### src/hw/irq_ctl_pkg.sv
package irq_ctl_pkg;

  // =====================================================================
  // interrupt condition bit positions (status and mask share them)
  // =====================================================================
  localparam int IRQ_W = 8;
  localparam int BIT_TX_READY = 0;
  localparam int BIT_TX_EMPTY = 1;
  localparam int BIT_RX_READY = 2;
  localparam int BIT_BREAK_CHG = 3;
  localparam int BIT_CNT_READY = 4;
  localparam int BIT_MPI_CHG = 5;
  localparam int BIT_MPI_LEVEL = 6;
  localparam logic [7:0] USED_BITS = 8'h7f;

  // =====================================================================
  // register indices on the 3-bit host address
  // =====================================================================
  localparam logic [2:0] ADDR_COMMAND = 3'h2;
  localparam logic [2:0] ADDR_HOLDING = 3'h3;
  localparam logic [2:0] ADDR_IRQ = 3'h5;

  // =====================================================================
  // command codes in the upper nibble of a command write
  // =====================================================================
  localparam logic [3:0] CMD_RESET_BREAK = 4'h5;
  localparam logic [3:0] CMD_START_CT = 4'h8;
  localparam logic [3:0] CMD_STOP_CT = 4'h9;
  localparam logic [3:0] CMD_RESET_MPI = 4'hc;

  // =====================================================================
  // reset values and timing
  // =====================================================================
  localparam logic [7:0] MASK_RESET = 8'h00;
  localparam logic [7:0] STATUS_RESET = 8'h00;
  localparam int CLK_PERIOD_PS = 5000;
  localparam int WITHDRAW_NS = 370;
  localparam int MASK_WITHDRAW_NS = 270;
  // longest times round down to whole cycles
  localparam int WITHDRAW_CYC = (WITHDRAW_NS * 1000) / CLK_PERIOD_PS;
  localparam int MASK_WITHDRAW_CYC =
    (MASK_WITHDRAW_NS * 1000) / CLK_PERIOD_PS;

  // one host access as seen after synchronising
  typedef struct packed {
    logic rd;
    logic wr;
    logic [2:0] addr;
    logic [7:0] data;
  } host_req_s;

  // raw condition inputs from the rest of the controller
  typedef struct packed {
    logic tx_ready;
    logic tx_empty;
    logic rx_ready;
    logic rx_fifo_full;
    logic break_det;
    logic cnt_terminal;
    logic mpi_level;
  } cond_s;

endpackage : irq_ctl_pkg

### src/hw/uart_irq_and_host_access.sv
`timescale 1ns/1ps

// How it works
// - a read or write is live only while chip enable and its strobe are both low.
// - seven conditions can each pull the interrupt output.
// - the mask register chosen by software gates which conditions interrupt.
// - a status read returns every active condition whatever the mask.
// - reading the receive holding register drops the receive interrupt fast.
// - writing the transmit holding register drops both transmit interrupts.
// - the reset-break-change command drops that interrupt quickly.
// - the reset-input-change command drops that interrupt quickly.
// - the stop counter command drops the counter interrupt quickly.
// - clearing a mask bit drops the interrupt output within 270 ns.
module uart_irq_and_host_access (
  // clock and reset
  input wire logic mclk,
  input wire logic rstn,
  // host parallel port pins
  input wire logic chip_enable_low,
  input wire logic read_strobe_low,
  input wire logic write_strobe_low,
  input wire logic [2:0] host_addr,
  input wire logic [7:0] data_in,
  output logic [7:0] data_out,
  output logic data_oe,
  // conditions from receiver, transmitter, counter and input pin
  input wire irq_ctl_pkg::cond_s cond,
  input wire logic multi_purpose_in,
  // access strobes to the rest of the controller
  output logic rx_holding_read,
  output logic tx_holding_write,
  output logic [7:0] tx_holding_data,
  output logic ct_start,
  output logic ct_stop,
  // interrupt pin and registers seen by the core
  output logic irq_out_low,
  output logic [7:0] irq_mask_reg,
  output logic [7:0] irq_status_reg
);

  // ===================================================================
  // pin synchronisers: three stages, change counts when 2 and 3 agree
  // ===================================================================
  localparam int PINS = 15;
  // strobes idle high, the rest idle low: a high reset value on the input
  // pin would look like an input change as soon as reset lets go
  localparam logic [PINS-1:0] PIN_IDLE = 15'h7000;
  logic [PINS-1:0] pin_raw;
  logic [PINS-1:0] s1;
  logic [PINS-1:0] s2;
  logic [PINS-1:0] s3;
  logic [PINS-1:0] pin_ok;
  assign pin_raw = {chip_enable_low, read_strobe_low, write_strobe_low,
                    host_addr, data_in, multi_purpose_in};

  genvar g;
  generate
    for (g = 0; g < PINS; g++) begin : g_sync
      // each stage starts at the pin's idle level
      always_ff @(posedge mclk or negedge rstn) begin
        if (!rstn) begin
          s1[g] <= PIN_IDLE[g];
          s2[g] <= PIN_IDLE[g];
          s3[g] <= PIN_IDLE[g];
          pin_ok[g] <= PIN_IDLE[g];
        end else begin
          s1[g] <= pin_raw[g];
          s2[g] <= s1[g];
          s3[g] <= s2[g];
          if (s2[g] == s3[g]) begin
            pin_ok[g] <= s3[g];
          end
        end
      end
    end
  endgenerate

  // ===================================================================
  // strobe combine and edge detect
  // ===================================================================
  logic ce_n;
  logic rd_n;
  logic wr_n;
  logic mpi_s;
  irq_ctl_pkg::host_req_s req;
  logic rd_act;
  logic wr_act;
  logic rd_prev;
  logic wr_prev;
  logic rd_start;
  logic wr_end;
  assign ce_n = pin_ok[14];
  assign rd_n = pin_ok[13];
  assign wr_n = pin_ok[12];
  assign mpi_s = pin_ok[0];
  // the two active-low signals are ORed: last low opens, first high ends
  assign rd_act = !(ce_n | rd_n);
  assign wr_act = !(ce_n | wr_n);
  assign rd_start = rd_act && !rd_prev;
  // write data is latched as the access closes, like a strobe rising edge
  assign wr_end = !wr_act && wr_prev;

  // address and data held from the access so the write uses stable data
  always_ff @(posedge mclk or negedge rstn) begin
    if (!rstn) begin
      rd_prev <= 1'b0;
      wr_prev <= 1'b0;
      req <= '0;
    end else begin
      rd_prev <= rd_act;
      wr_prev <= wr_act;
      req.rd <= rd_start;
      req.wr <= wr_end;
      if (rd_act || wr_act) begin
        req.addr <= pin_ok[11:9];
        req.data <= pin_ok[8:1];
      end
    end
  end

  // ===================================================================
  // register decode
  // ===================================================================
  logic hit_irq;
  logic hit_hold;
  logic hit_cmd;
  logic wr_mask;
  logic wr_cmd;
  logic [3:0] cmd_code;
  assign hit_irq = (req.addr == irq_ctl_pkg::ADDR_IRQ);
  assign hit_hold = (req.addr == irq_ctl_pkg::ADDR_HOLDING);
  assign hit_cmd = (req.addr == irq_ctl_pkg::ADDR_COMMAND);
  assign wr_mask = req.wr && hit_irq;
  assign wr_cmd = req.wr && hit_cmd;
  assign cmd_code = req.data[7:4];

  // one-cycle pulses to the core; the host spaces command writes itself
  always_ff @(posedge mclk or negedge rstn) begin
    if (!rstn) begin
      rx_holding_read <= 1'b0;
      tx_holding_write <= 1'b0;
      tx_holding_data <= 8'h00;
      ct_start <= 1'b0;
      ct_stop <= 1'b0;
    end else begin
      rx_holding_read <= req.rd && hit_hold;
      tx_holding_write <= req.wr && hit_hold;
      if (req.wr && hit_hold) begin
        tx_holding_data <= req.data;
      end
      ct_start <= wr_cmd && (cmd_code == irq_ctl_pkg::CMD_START_CT);
      ct_stop <= wr_cmd && (cmd_code == irq_ctl_pkg::CMD_STOP_CT);
    end
  end

  // ===================================================================
  // condition sources
  // ===================================================================
  logic brk_prev;
  logic mpi_prev;
  logic cnt_prev;
  logic brk_chg;
  logic mpi_chg;
  logic cnt_hit;
  logic rst_brk;
  logic rst_mpi;
  logic tx_hold_w;
  logic rx_hold_r;
  assign brk_chg = cond.break_det != brk_prev;
  assign mpi_chg = mpi_s != mpi_prev;
  assign cnt_hit = cond.cnt_terminal && !cnt_prev;
  assign rst_brk = wr_cmd && (cmd_code == irq_ctl_pkg::CMD_RESET_BREAK);
  assign rst_mpi = wr_cmd && (cmd_code == irq_ctl_pkg::CMD_RESET_MPI);
  assign tx_hold_w = req.wr && hit_hold;
  assign rx_hold_r = req.rd && hit_hold;

  always_ff @(posedge mclk or negedge rstn) begin
    if (!rstn) begin
      brk_prev <= 1'b0;
      mpi_prev <= 1'b0;
      cnt_prev <= 1'b0;
    end else begin
      brk_prev <= cond.break_det;
      mpi_prev <= mpi_s;
      cnt_prev <= cond.cnt_terminal;
    end
  end

  // ===================================================================
  // status bits: levels follow the core or the input pin, events are sticky
  // ===================================================================
  logic [7:0] next_status;
  always_comb begin
    next_status = irq_status_reg & irq_ctl_pkg::USED_BITS;
    // a holding write hides ready/empty until the core updates its flags
    next_status[irq_ctl_pkg::BIT_TX_READY] =
      cond.tx_ready && !tx_hold_w;
    next_status[irq_ctl_pkg::BIT_TX_EMPTY] =
      cond.tx_empty && !tx_hold_w;
    next_status[irq_ctl_pkg::BIT_RX_READY] =
      (cond.rx_ready || cond.rx_fifo_full) && !rx_hold_r;
    next_status[irq_ctl_pkg::BIT_MPI_LEVEL] = mpi_s;
    // sticky events: a new event in the clear cycle wins
    if (rst_brk) begin
      next_status[irq_ctl_pkg::BIT_BREAK_CHG] = 1'b0;
    end
    if (brk_chg) begin
      next_status[irq_ctl_pkg::BIT_BREAK_CHG] = 1'b1;
    end
    if (rst_mpi) begin
      next_status[irq_ctl_pkg::BIT_MPI_CHG] = 1'b0;
    end
    if (mpi_chg) begin
      next_status[irq_ctl_pkg::BIT_MPI_CHG] = 1'b1;
    end
    if (ct_stop) begin
      next_status[irq_ctl_pkg::BIT_CNT_READY] = 1'b0;
    end
    if (cnt_hit) begin
      next_status[irq_ctl_pkg::BIT_CNT_READY] = 1'b1;
    end
  end

  always_ff @(posedge mclk or negedge rstn) begin
    if (!rstn) begin
      irq_status_reg <= irq_ctl_pkg::STATUS_RESET;
    end else begin
      irq_status_reg <= next_status;
    end
  end

  // ===================================================================
  // mask register and interrupt pin
  // ===================================================================
  always_ff @(posedge mclk or negedge rstn) begin
    if (!rstn) begin
      irq_mask_reg <= irq_ctl_pkg::MASK_RESET;
    end else if (wr_mask) begin
      irq_mask_reg <= req.data & irq_ctl_pkg::USED_BITS;
    end
  end

  // pin follows the registered product, one cycle behind status and mask
  always_ff @(posedge mclk or negedge rstn) begin
    if (!rstn) begin
      irq_out_low <= 1'b1;
    end else begin
      irq_out_low <= ~|(irq_status_reg & irq_mask_reg);
    end
  end

  // ===================================================================
  // read data: status is never masked
  // ===================================================================
  logic [7:0] rd_data;
  assign rd_data = hit_irq ? irq_status_reg : 8'h00;

  // data bus drives while a read is live; valid a few cycles in
  always_ff @(posedge mclk or negedge rstn) begin
    if (!rstn) begin
      data_out <= 8'h00;
      data_oe <= 1'b0;
    end else begin
      data_oe <= rd_act;
      if (rd_act) begin
        data_out <= rd_data;
      end
    end
  end

endmodule : uart_irq_and_host_access
### config.mk
export PLATFORM = sky130hd
export DESIGN_NAME = uart_irq_and_host_access
export DESIGN_NICKNAME = d
export VERILOG_FILES = /design/src/hw/irq_ctl_pkg.sv /design/src/hw/uart_irq_and_host_access.sv
export SDC_FILE = /design/constraint.sdc
export NUM_CORES = 1
export LEC_CHECK = 0
export BUFFER_PORTS_ARGS = -buffer_cell sky130_fd_sc_hd__buf_4
export CAP_MARGIN = 20
export CORE_MARGIN = 4
export CORE_UTILIZATION = 45
export CTS_BUF_LIST = sky130_fd_sc_hd__clkbuf_8 sky130_fd_sc_hd__clkbuf_16
export DETAILED_ROUTE_END_ITERATION = 12
export PLACE_DENSITY = 0.66
export SYNTH_ARGS = -nofsm -noshare
export SYNTH_HDL_FRONTEND = slang
export SYNTH_SLANG_ARGS = --single-unit
### constraint.sdc
create_clock -name mclk -period 1.8 [get_ports mclk]
set_input_delay 0.45 -clock mclk [delete_from_list [all_inputs] [get_ports mclk]]
set_output_delay 0.45 -clock mclk [all_outputs]
set_load 0.02 [all_outputs]
==> results of run 1 <==
synthesized netlist by cell type (3+ instances only):
library cell / instances / area (um^2)
a22o_1: 7 / 61.3
buf_4: 4 / 30.0
dfrtp_1: 98 / 2450
dfstp_2: 13 / 342
inv_1: 3 / 11.3
maj3_1: 15 / 150
mux2_2: 26 / 293
nor2_1: 6 / 22.5
where the power goes:
group          switching (mW)  total [mW]  internal [mW]
Sequential              0.283        3.17           2.89
Combinational           0.538        1.13          0.594
Clock                   0.839        1.37          0.534
Total                    1.66        5.67           4.01
routing by layer:
layer	vias to the layer above	track usage	part of all wire
li1	836	-	-
met1	889	0.165	0.49
met2	51	0.170	0.44
met3	4	0.0330	0.060
met4	0	0.0543	0.0089
met5	-	0	0
final cells by class:
type / instances / area share
inverter: 4 / 0.00345
clock buffer: 9 / 0.0285
timing repair buffer: 63 / 0.115
multi-input combinational: 81 / 0.166
tap: 102 / 0.0293
sequential: 111 / 0.642
clock inverter: 7 / 0.0155
cell families after synthesis:
group / synth area share
xor gates and xnor gates: 0.00489
AOI/OAI and AO/OA: 0.0311
other: 0.00105
and+or+nand+nor: 0.0387
adders and majority gates: 0.0419
DFF: 0.779
buffers and inverters: 0.0216
muxes: 0.0816
metrics by stage:
| step | cells | hold slack, ps |
|---|---|---|
| after detailed placement | 360 | 280 |
| after floorplan | 204 | 154 |
| after global placement | 360 | 279 |
| after global routing | 377 | 162 |
| after CTS | 377 | 171 |
| final | 377 | 194 |
critical path, delay by kind of cell, from the launching register on:
kind | cells | cell delay, ps
buf+inv | 1 | 60
simple gates | 2 | 570
compound gates | 1 | 200
flops | 1 | 570
how the worst max path moves through the flow:
stage / endpoint / slack [ps] / depth (start not counted)
4_1_cts: data_out[3] / 290 / 4
3_3_place_gp: data_out[3] / 340 / 4
2_1_floorplan: data_out[3] / 440 / 6
3_5_place_dp: data_out[3] / 310 / 4
5_1_grt: data_out[1] / 180 / 4
6_report: data_out[3] / 300 / 4
==> results.cfg, run 1 <==
[drt]
drc = 0
drtAntennaViolNets = 0
viasPerCell = 4.72
firstDrtPassIters = 6
wl_um = 5190
drtIter0Drc = 29
wl_per_cell_um = 13.8
num_vias = 1780

[global_route]
grt_max_degree = 45
grt_pass1_vias = 1818
gr-total-overflow = 0
grt_pass1_wl_um = 8930
antenna_found_initial = 0
grtUsageTotal = 0.117

[power_and_ir_drop]
peakVddDrop_uv = 530
power_density_mw_per_mm2 = 1300
power_mw = 5.67
p_leak_nw = 2.00

[timing]
setup_tns_ps = 0
setup_viol = 0
fin_crit_sh = 0.836
drv_slew = 0
clock_skew_ps = 7.58
rsz0062_at_grt = false
finalHoldViolations = 0
fmax_mhz = 665
finalCriticalPeriod_ps = 1500
setup_slack_ps = 295

[critical_path]
slowest_delay_ps = 570
r2r-end = data_out[3]
cp-start-kind = flop
r2r-start = ce_n
cp_max_fo = 9
worstPathCellList = or2_1 > inv_2 > and4b_1 > a22o_1
startpoint = ce_n
worstSetupEndpointType = flop
path_class = flop to flop
regToRegSetupSlack_ps = 300
critPathArrivalTime_ps = 1750
rr_worst_depth = 4
crit_path_top_delay_cell = dfstp_2
crit_required_ps = 2040

[clocking]
cts-root-buf = clkbuf_8
cts_max_level = 3
cts_max_path_buffers = 2
path_clk_slew_ps = 110
cts_setup_buffers = 0
cts.sinks = 111
clock_latency_ps = 350
cts_resized = 0
cts_buffers = 9
cts_hold_buf = 1
cts_tree = built

[synth]
syn-cell-area_mm2 = 0.00359
synth-main-ff-cell = dfrtp_1
syn_area_per_cell_um2 = 17.8
netlist_instances = 202
synth.distinct_cells = 31
seq_area_frac_synth = 0.779
synth_edf_count = 0
async_reset_ff_frac = 1.00
ys_warn_count = 0
ys_ff_latch = 111

[floorplan]
die-area_mm2 = 0.00946
die_x_um = 97.3
rows = 32
fp.dieH_um = 97.3
core_area_mm2 = 0.00773
initial_core_util = 0.464
io_pins = 62

[final_layout]
antenna_cells = 0
regArea_mm2 = 0.00279
drive_above_1_share = 0.433
utilization = 0.563
multi_input_area_um2 = 722
layout.nets = 294
layout_commonest_cell = dfrtp_1
fillers = 634
top_regs = s1: 15 flops, s2: 15 flops, s3: 15 flops
final_area_mm2 = 0.00435
final_cell_mix = dfrtp_1 (98), buf_4 (60), mux2_2 (26)
synthToLayoutAreaGrowth_pct = 21.3

[place]
post-place-ws_ps = 311
dp_hpwl_um = 3690
gp_congestion = 0.701
placed_area_mm2 = 0.00415
port-buffer-count = 57

[hold_path]
min_to = s1[2]
worstHoldStart = data_in[1]
hold_path_class = input pin to flop
min_path_cells = 1

[run_status]
status = complete, no violations

[job]
drv_cap = 0
No activity file was read; power rests on OpenSTA's default activity.
==> inputs of run 2 (changes only) <==
clock period = 1.6 ns   (was 1.8 ns; I/O delays follow)
==> run 2 against run 1 <==
Compared with the run above:
- cell count is 0.27% lower
- sequential power is 13% higher
- first-iteration DRC count grew to 2.9 times the previous value
- register-to-register slack worse by 50 ps
- combinational power is 13% higher
- routed wire length is 2.6% higher
- setup slack worse by 85 ps
- sequential share of layout area is 0.092 points higher
- via count is 1.6% lower
- critical path depth is 3 lower
- clock-buffer cell count stayed put
- clock skew is 3.9 ps higher
- highest routed layer unchanged
==> results.cfg, run 2 (synthesis results as in run 1) <==
[power_and_ir_drop]
p_clk_frac = 0.251
p_leak_nw = 2.00
switching_share = 0.282
p_comb_frac = 0.198
p_int_mw = 4.64
peakVddDrop_uv = 548
power_density_mw_per_mm2 = 1490
pwr-share-seq = 0.552
netSwitchingPower_mw = 1.82

[floorplan]
io_pins = 62
die_x_um = 97.3
fp.dieH_um = 97.3
core_area_mm2 = 0.00773
initial_core_util = 0.464
rows = 32
die-area_mm2 = 0.00946

[hold_path]
hold_path_class = input pin to asynchronous set/reset pin

[place]
dp_hpwl_um = 3590
gp_congestion = 0.708
post-place-ws_ps = 244
placed_area_mm2 = 0.00415
port-buffer-count = 57

[final_layout]
synthToLayoutAreaGrowth_pct = 21.1
regArea_mm2 = 0.00279
drive_above_1_share = 0.431
layout_commonest_cell = dfrtp_1
multi_input_area_um2 = 722
utilization = 0.562
fillers = 618
layout.nets = 293
final_cell_mix = dfrtp_1 (98), buf_4 (60), mux2_2 (26)
top_regs = s1: 15 flops, s2: 15 flops, s3: 15 flops
antenna_cells = 0
final_area_mm2 = 0.00434

[clocking]
cts_setup_buffers = 0
cts_max_path_buffers = 2
cts_resized = 0
path_clk_slew_ps = 90
cts-root-buf = clkbuf_8
clock_latency_ps = 350
cts.sinks = 111
cts_tree = built
cts_max_level = 3
cts_buffers = 9
cts_hold_buf = 0

[critical_path]
critPathArrivalTime_ps = 990
path_buf_inv = 1
path_class = flop to output pin
crit_path_top_delay_cell = dfstp_2
crit_required_ps = 1200
path_delay_family = flip-flops
slowest_delay_ps = 520
cp-start-kind = flop
worstPathCellList = buf_4
worstSetupEndpointType = output pin
cp_max_fo = 1

[timing]
drv_slew = 0
finalCriticalPeriod_ps = 1390
setup_viol = 0
clock_skew_ps = 11.5
finalHoldViolations = 0
fmax_mhz = 720
setup_slack_ps = 211
fin_crit_sh = 0.868
rsz0062_at_grt = false
setup_tns_ps = 0

[global_route]
grt_pass1_vias = 1795
antenna_found_initial = 0
grtUsageTotal = 0.119
grt_pass1_wl_um = 9030
gr-total-overflow = 0
grt_max_degree = 63

[job]
drv_cap = 0

[drt]
wl_per_cell_um = 14.2
wl_um = 5320
drc = 0
drtAntennaViolNets = 0
viasPerCell = 4.66
num_vias = 1752
firstDrtPassIters = 4
drtIter0Drc = 84

[run_status]
status = complete, no violations
-- run 2: power by group through the flow --
| stage | logic [mW] | registers [mW] | clock network [mW] |
|---|---|---|---|
| after floorplan | 0.439 | 3.83 | 0 |
| after global placement | 1.27 | 3.61 | 0 |
| after detailed placement | 1.30 | 3.63 | 0 |
| after CTS | 1.30 | 3.57 | 1.67 |
| after global routing | 1.38 | 3.63 | 1.79 |
| final | 1.28 | 3.57 | 1.62 |
-- run 2: through the flow --
step                hold WS [ps]  std cells  total power, mW
floorplan                    104        204             4.27
finish                      26.5        376             6.46
detailed placement           335        360             4.93
CTS                         25.5        376             6.55
global placement             332        360             4.89
global route                30.0        376             6.80
-- run 2: area by class of cell --
| cell class | count | share of cell area |
|---|---|---|
| multi-input cells | 81 | 0.166 |
| clock buffers | 9 | 0.0285 |
| clock inverters | 7 | 0.0164 |
| inverters | 4 | 0.00346 |
| flip-flops and latches | 111 | 0.643 |
| well taps | 102 | 0.0294 |
| repair buffers | 62 | 0.113 |
-- run 2: final timing paths --
path                        startpoint         endpoint  slack [ps]  cells after the start
max                        irq_out_low      irq_out_low         210                      1
min                               rstn           s1[10]          30                      2
max reg2reg                     req[9]  irq_mask_reg[3]         250                      2
min reg2reg                      s1[5]            s2[5]         340                      0
max in group asynchronous         rstn  irq_mask_reg[5]        1270                      2
min in group mclk           data_in[1]            s1[2]         140                      1
-- run 2: per-layer routing --
| metal | part of all wire | track usage | up-vias |
|---|---|---|---|
| met3 | 0.063 | 0.0395 | 8 |
| met1 | 0.49 | 0.167 | 869 |
| met5 | 0 | 0 | - |
| met2 | 0.43 | 0.172 | 47 |
| li1 | - | - | 828 |
| met4 | 0.015 | 0.0479 | 0 |
